File: src/cascade_mux_defs.svh
/*
 constants for the cascade word-to-byte multiplexer.
 assumes inclusion by bare name from the package; the design does not include it itself.
*/
`ifndef CASCADE_MUX_DEFS_SVH
`define CASCADE_MUX_DEFS_SVH
`define CLK_HZ 20000000
`define BYTES_PER_WORD 4
`define BYTE_BITS 8
`define WORD_BITS 32
`define CMD_BITS 4
`define FIFO_DEPTH 32
`define LINK_MAX_MBPS 100
`define BYTE_CLK_DIV 4
`define SELECT_IDLE 5'h1f
`define SYNC_STAGE 4
`define SYNC_CMD 4'h8
`endif

File: src/cascade_mux_pkg.sv
/*
 types shared by the cascade multiplexer.
 assumes the defs header sits in the include path.
*/
`include "cascade_mux_defs.svh"
package cascade_mux_pkg;
	typedef struct packed {
		logic [`WORD_BITS-1:0] data;
		logic [`CMD_BITS-1:0] cmd;
		logic cmd_valid;
	} word_t;
	typedef struct packed {
		logic [`BYTE_BITS-1:0] data;
		logic [`CMD_BITS-1:0] cmd;
		logic strobe;
	} tx_byte_t;
	typedef enum logic [1:0] {
		st_idle = 2'b00,
		st_load = 2'b01,
		st_shift = 2'b10
	} mux_state_t;
endpackage

File: src/cascade_mux.sv
/*
 word fifo plus select shifter that feeds a byte-wide serial transmitter.
 assumes the transmitter byte clock comes in on a pin, unsynchronised.
*/
`timescale 1ns/100ps
`default_nettype none

// ----------------------------------------
// fifo
// ----------------------------------------
// plain two-pointer ring; the extra pointer bit tells full from empty.
// out_data is read straight from the array, so a pop sees the word
// in the same cycle as out_valid, with no extra read latency.
// no reset on the array: contents are don't-care until written.
module word_fifo #(
	parameter int WIDTH = 37,
	parameter int DEPTH = `FIFO_DEPTH
) (
	input wire logic clk,
	input wire logic rstn,
	input wire logic [WIDTH-1:0] in_data,
	input wire logic in_valid,
	output logic in_ready,
	output logic [WIDTH-1:0] out_data,
	output logic out_valid,
	input wire logic out_ready
);
	localparam int AW = $clog2(DEPTH);
	logic [WIDTH-1:0] mem [DEPTH];
	logic [AW:0] wr, rd, next_wr, next_rd;
	logic do_wr, do_rd;
	always_comb begin
		in_ready = (wr[AW] == rd[AW]) || (wr[AW-1:0] != rd[AW-1:0]);
		out_valid = (wr != rd);
		do_wr = in_valid && in_ready;
		do_rd = out_valid && out_ready;
		next_wr = do_wr ? wr + 1'b1 : wr;
		next_rd = do_rd ? rd + 1'b1 : rd;
		out_data = mem[rd[AW-1:0]];
	end
	always_ff @(posedge clk or negedge rstn) begin
		if (!rstn) begin
			wr <= '0;
			rd <= '0;
		end else begin
			wr <= next_wr;
			rd <= next_rd;
		end
	end
	always_ff @(posedge clk) begin
		if (do_wr) begin
			mem[wr[AW-1:0]] <= in_data;
		end
	end
endmodule

// ----------------------------------------
// controller
// ----------------------------------------
module cascade_mux (
	input wire logic clk,
	input wire logic rstn,
	input wire cascade_mux_pkg::word_t word_in,
	input wire logic word_valid,
	output logic word_ready,
	input wire logic tx_byte_clock,
	input wire logic sync_between_words,
	output cascade_mux_pkg::tx_byte_t tx_out,
	output logic [`BYTES_PER_WORD-1:0] register_select_n,
	output logic word_ack_no_sync,
	output logic word_ack_with_sync,
	output logic busy
);
	import cascade_mux_pkg::*;

	localparam int WW = $bits(word_t);
	logic push;
	logic [5:0] occ, next_occ;
	logic next_word_ready;
	word_t fifo_word;
	logic fifo_valid;
	logic pop;

	word_fifo #(.WIDTH(WW), .DEPTH(`FIFO_DEPTH)) u_fifo (
		.clk(clk),
		.rstn(rstn),
		.in_data(word_in),
		.in_valid(push),
		.in_ready(),
		.out_data(fifo_word),
		.out_valid(fifo_valid),
		.out_ready(pop)
	);

	// ----------------------------------------
	// input occupancy
	// ----------------------------------------
	// mirrors the fifo fill so that word_ready, a flop, is right for the
	// very cycle in which it is shown; a delayed copy of the fifo ready
	// would let a word be pushed into a full fifo and be lost unseen.
	// a push is only taken while word_ready is high.
	always_comb begin
		push = word_valid && word_ready;
		next_occ = occ;
		if (push && !pop) begin
			next_occ = occ + 6'h01;
		end else if (!push && pop) begin
			next_occ = occ - 6'h01;
		end
		next_word_ready = (next_occ < 6'(`FIFO_DEPTH));
	end
	always_ff @(posedge clk or negedge rstn) begin
		if (!rstn) begin
			occ <= 6'h00;
		end else begin
			occ <= next_occ;
		end
	end

	// ----------------------------------------
	// byte clock sampling
	// ----------------------------------------
	// the byte clock is foreign to clk: two flops settle it, a third
	// keeps the previous level for edge detection. costs three cycles
	// of latency from pin edge to strobe, far below one byte time.
	// reset level matches the idle low pin, so no false edge follows.
	logic [2:0] bclk_sync, next_bclk_sync;
	logic bclk_rise, bclk_fall;
	always_comb begin
		next_bclk_sync = {bclk_sync[1:0], tx_byte_clock};
		bclk_rise = bclk_sync[1] && !bclk_sync[2];
		bclk_fall = !bclk_sync[1] && bclk_sync[2];
	end
	always_ff @(posedge clk or negedge rstn) begin
		if (!rstn) begin
			bclk_sync <= 3'h0;
		end else begin
			bclk_sync <= next_bclk_sync;
		end
	end

	// ----------------------------------------
	// select shifter
	// ----------------------------------------
	// byte order matches the receiver chain, primary first
	function automatic logic [`BYTE_BITS-1:0] pick_byte(input word_t w, input logic [4:0] sel);
		logic [`BYTE_BITS-1:0] b;
		b = 8'h00;
		for (int i = 0; i < `BYTES_PER_WORD; i++) begin
			if (!sel[i]) begin
				b = w.data[i*`BYTE_BITS +: `BYTE_BITS];
			end
		end
		return b;
	endfunction

	// command nibble for the selected stage; the sync stage carries the marker
	function automatic logic [`CMD_BITS-1:0] pick_cmd(input word_t w, input logic [4:0] sel);
		logic [`CMD_BITS-1:0] c;
		c = 4'h0;
		if (sel[3:0] == 4'hf) begin
			c = `SYNC_CMD;
		end else if (w.cmd_valid && !sel[3]) begin
			c = w.cmd;
		end
		return c;
	endfunction

	// ----------------------------------------
	// sequencer
	// ----------------------------------------
	// idle pops one word and presets the single zero; load waits for a
	// falling byte clock so that the first strobe comes on a whole high
	// phase; shift strobes on rises and moves the zero on falls.
	// the strobe is a synchronous pulse, never the raw gated clock,
	// so no gating transient can reach the transmitter.
	mux_state_t state, next_state;
	logic [4:0] sel, next_sel;
	word_t held, next_held;
	tx_byte_t next_tx;
	logic next_word_ack_no_sync, next_word_ack_with_sync;
	logic stage_active;
	always_comb begin
		next_state = state;
		next_sel = sel;
		next_held = held;
		next_tx = tx_out;
		next_word_ack_no_sync = 1'b0;
		next_word_ack_with_sync = 1'b0;
		pop = 1'b0;
		stage_active = (sel[3:0] != 4'hf) || (!sel[`SYNC_STAGE] && sync_between_words);
		unique case (state)
			st_idle: begin
				next_tx.strobe = 1'b0;
				if (fifo_valid) begin
					// load only when idle; words wait in the fifo meanwhile
					pop = 1'b1;
					next_held = fifo_word; // all bytes captured at once
					next_sel = 5'h1e; // zero preset while load strobe high
					next_state = st_load;
				end
			end
			st_load: begin
				if (bclk_fall) begin
					next_state = st_shift;
				end
			end
			st_shift: begin
				// strobe only on rising clock when a stage is selected
				next_tx.strobe = bclk_rise && stage_active;
				if (bclk_rise && stage_active) begin
					next_tx.data = (sel[3:0] != 4'hf) ? pick_byte(held, sel) : 8'h00;
					// commands muxed with data; low on the first three data bytes, cmd on the fourth when cmd_valid
					next_tx.cmd = pick_cmd(held, sel); // sync on stage 5
				end
				if (bclk_fall) begin
					// advance on falling clock, after strobe
					// stage one input forced high keeps one zero
					next_sel = {sel[3:0], 1'b1};
					next_word_ack_no_sync = !sel[3];
					next_word_ack_with_sync = !sel[`SYNC_STAGE];
					if ((!sel[3] && !sync_between_words) || !sel[`SYNC_STAGE]) begin
						next_sel = `SELECT_IDLE;
						next_state = st_idle;
					end
				end
			end
		endcase
	end

	// ----------------------------------------
	// registers
	// ----------------------------------------
	// every output leaves from a flop; acks are one-cycle pulses and
	// word_ready is already correct for the cycle in which it stands.
	always_ff @(posedge clk or negedge rstn) begin
		if (!rstn) begin
			state <= st_idle;
			sel <= `SELECT_IDLE;
			held <= '0;
			tx_out <= '0;
			word_ack_no_sync <= 1'b0;
			word_ack_with_sync <= 1'b0;
			register_select_n <= 4'hf;
			busy <= 1'b0;
			word_ready <= 1'b0;
		end else begin
			state <= next_state;
			sel <= next_sel;
			held <= next_held;
			tx_out <= next_tx;
			word_ack_no_sync <= next_word_ack_no_sync;
			word_ack_with_sync <= next_word_ack_with_sync;
			register_select_n <= next_sel[3:0];
			busy <= (next_state != st_idle);
			word_ready <= next_word_ready;
		end
	end
endmodule
`default_nettype wire

File: config.mk
export PLATFORM = sky130hd
export DESIGN_NAME = cascade_mux
export DESIGN_NICKNAME = d
export VERILOG_FILES = /design/src/cascade_mux_pkg.sv /design/src/cascade_mux.sv
export VERILOG_INCLUDE_DIRS = /design/src
export SDC_FILE = /design/constraint.sdc
export NUM_CORES = 1
export LEC_CHECK = 0
export ABC_AREA = 1
export BUFFER_PORTS_ARGS = -buffer_cell sky130_fd_sc_hd__clkbuf_2
export CORE_AREA = 2 2 330 332
export CTS_BUF_LIST = sky130_fd_sc_hd__clkbuf_8
export CTS_CLUSTER_DIAMETER = 30
export DETAILED_ROUTE_END_ITERATION = 16
export DIE_AREA = 0 0 332 334
export GPL_ROUTABILITY_DRIVEN = 0
export PLACE_DENSITY = 0.63
export RECOVER_POWER = 100
export SLEW_MARGIN = 20
export SYNTH_ARGS = -nofsm -noshare
export SYNTH_HDL_FRONTEND = slang
export SYNTH_SLANG_ARGS = --single-unit
File: constraint.sdc
create_clock -name clk -period 4.7 [get_ports clk]
set_input_delay 0.235 -clock clk [delete_from_list [all_inputs] [get_ports clk]]
set_output_delay 0.235 -clock clk [all_outputs]
set_load 0.01 [all_outputs]
==> reports/qor.yml <==
run_status:
  status: "finished, violations left"
  failed_checks: "max-capacitance violations, max-slew violations"
setup_path:
  cp.required_ns: 5.52
  slowest_stage: "clkbuf_1"
  end_kind: "flip-flop"
  cpMostUsedCell: "nand2_1"
  crit_chain: "inv_8 > nand2_1 > nand2_1 > a21oi_1 > nand3_1 > nand2_1 > inv_1 > clkbuf_1 > nand3_1 > nand2_1"
  critical-path-max-stage-delay_ns: 1.43
  crit_path_start_kind: "flip-flop"
  path_class: "reg -> reg"
  critPathArrivalTime_ns: 4.85
  critPathMaxFanout: 58
sta:
  fin_tns_setup_ns: 0
  layout_setup_ws_ns: 0.667
  final-hold-violation-count: 0
  setup_viol: 0
  min_period_over_period_pct: 85.8
  finClkSkew_ns: 0.0792
  max-slew-margin-rel_pct: -84.4
  slew_viol_final: 242
  grt_setup_unrepaired: "false"
  worst_slew_pin_slew_ns: 2.77
  max_freq_mhz: 248
  period_needed_ns: 4.03
die:
  io_pins: 63
  initial_utilization_pct: 49.6
  dieWidth_um: 332
  rows: 121
  dieArea_um2: 111000
  core-area_um2: 108000
  die_y_um: 334
synthesis:
  syn_area_per_cell_um2: 10.6
  synth_nets: 5117
  synth_top_area_cell: "edfxtp_1"
  synthTopCellsByArea: "edfxtp_1, nand2_1, nand3_1"
  synthesis.area_um2: 53400
  syn-instance-count: 5062
  synth-seq-cells: 1266
  yosys.area.top_type_share_pct: 66.5
  ys.flop_type: "edfxtp_1"
  synth.distinct_cells: 30
  ys_seq_area_share_pct: 70.4
  async_reset_ff_share_pct: 6.48
  synth-edff-count: 1184
  ys_warn_count: 0
power:
  combPwrFrac_pct: 29.8
  p_sw_mw: 13.6
  pwr-share-seq_pct: 37.3
  leakage_nw: 24.9
  internal-power_mw: 23.5
  p_clk_share_pct: 32.8
  p_sw_share_pct: 36.6
  ir_worst_vdd_uv: 477
  power.density_nw_per_um2: 606
cts:
  clock_path_buffers: 4
  clk_pin_slew_worst_paths_ns: 0.06
  cts_buffers: 281
  cts.sinks: 1266
  htree_levels: 5
  insertion_delay_ns: 0.93
  cts_tree: "built"
  cts-root-buf: "clkbuf_8"
layout:
  instances_no_fill: 6869
  utilization_pct: 56.8
  nets: 5312
  final_common_cell: "nand2_1"
  area_growth_pct: 14.5
  layout_common_cells: "nand2_1, edfxtp_1, nand3_1"
  layout-drive-gt1-share_pct: 9.48
routing:
  vias: 36900
  via_per_inst: 5.36
  drt_iter0_markers: 4191
  wl_mm: 150
  ant_nets: 0
  drc: 0
  wl_per_cell_um: 21.8
  drtPass1Iterations: 6
grt:
  grtUsageTotal_pct: 26.9
  antenna_found_initial: 5
  grt_pass1_vias: 35500
  grt_max_degree: 215
  grt_pass1_wl_mm: 222
  gr-total-overflow: 0
place:
  dp_cells: 6349
  port_buffers: 62
  pre_cts_ws_ns: 1.15
  hpwl_mm: 76.1
worst_hold_path:
  worstHoldPathType: "in -> reg"
job:
  max_cap_viol_count: 8
-- what timing repair did --
item	CTS	global route
setup endpoints to repair	0	0
hold buffers	39	0
buffers inserted	0	0
hold endpoints to repair	864	0
gates resized for setup	0	0
-- power groups by stage --
stage / registers, mW / logic, mW / clock network, mW
after global placement: 14.0 / 10.9 / 0
after detailed placement: 14.0 / 10.9 / 0
final: 13.8 / 11.1 / 12.2
after floorplan: 13.6 / 7.60 / 0
after global routing: 13.9 / 12.2 / 12.9
after CTS: 13.8 / 11.0 / 12.3
-- stage by stage --
stage	hold WS, ns	power [mW]	instance area (µm²)
final	0.278	37.1	61200
after global routing	0.318	38.9	61200
after CTS	0.00474	37.2	61500
after detailed placement	0.345	25.0	55500
after global placement	0.346	24.9	55500
after floorplan	-0.0606	21.2	53400
-- worst max-delay path: cells and delay by family, from the launching register on --
| family | cells | cell delay, ns |
|---|---|---|
| buffers and inverters | 3 | 1.98 |
| and+or+nand+nor | 6 | 1.11 |
| DFF | 1 | 0.71 |
| AOI/OAI and AO/OA | 1 | 0.06 |
-- cell families after synthesis --
kind of cell             Yosys count  share of synthesized area [%]
flip-flops                      1266                           70.4
buffers and inverters            802                           5.98
AND/OR/NAND/NOR                 2807                           21.6
XOR/XNOR                          16                          0.262
AO/OA/AOI/OAI                    158                           1.51
adder cells (fa/ha/maj)           13                          0.304
-- cells in the mapped netlist, types with 13 or more instances --
cell,count
nand2_1,1756
inv_1,516
o21ai_0,62
nand3_1,733
buf_1,46
dfrtp_1,77
ha_1,13
edfxtp_1,1184
clkbuf_1,109
nor2_1,289
buf_2,114
xor2_1,15
a21oi_1,87
-- per-layer routing --
layer | share of wire, % | GRT usage (%) | routed length [µm]
met1 | 42 | 36.8 | 62500
met2 | 47 | 43.2 | 70000
met3 | 8.2 | 4.52 | 12400
met4 | 3.3 | 10.2 | 4980
met5 | 0.025 | 0 | 37
-- path summary, 6_finish.rpt --
kind,endpoint,cells after the start,start,slack (ns)
max reg2reg,held[4]$_DFFE_PN0P_,10,u_fifo.rd[0]$_DFFE_PN0P_,0.67
min in group asynchronous,u_fifo.rd[2]$_DFFE_PN0P_,3,rstn,1.33
min reg2reg,bclk_sync[1]$_DFF_PN0_,0,bclk_sync[0]$_DFF_PN0_,0.36
min,u_fifo.mem[18][15]$_DFFE_PP_,1,word_in[15],0.28
max,held[4]$_DFFE_PN0P_,10,u_fifo.rd[0]$_DFFE_PN0P_,0.67
max in group asynchronous,u_fifo.rd[2]$_DFFE_PN0P_,3,rstn,1.44
-- final cells by class --
class                      instances  area (µm²)
antenna                            2        5.00
clock buffer                     293        4030
clock inverter                   186        1570
fill                            9094       46600
inverter                         524        1990
multi-input combinational       2994       12800
sequential                      1266       37600
tap                             1414        1770
timing repair buffer             190        1410
-- sequential cells by signal, indices dropped and copies added (netlist names), named ones only --
name                cells
held                   37
u_fifo.rd               6
sel                     5
u_fifo.mem           1184
busy                    1
tx_out                 13
word_ack_with_sync      1
state                   2
u_fifo.wr               6
bclk_sync               3
word_ack_no_sync        1
occ                     5
word_ready              1
Note: power is estimated with default switching activity, not from simulation.
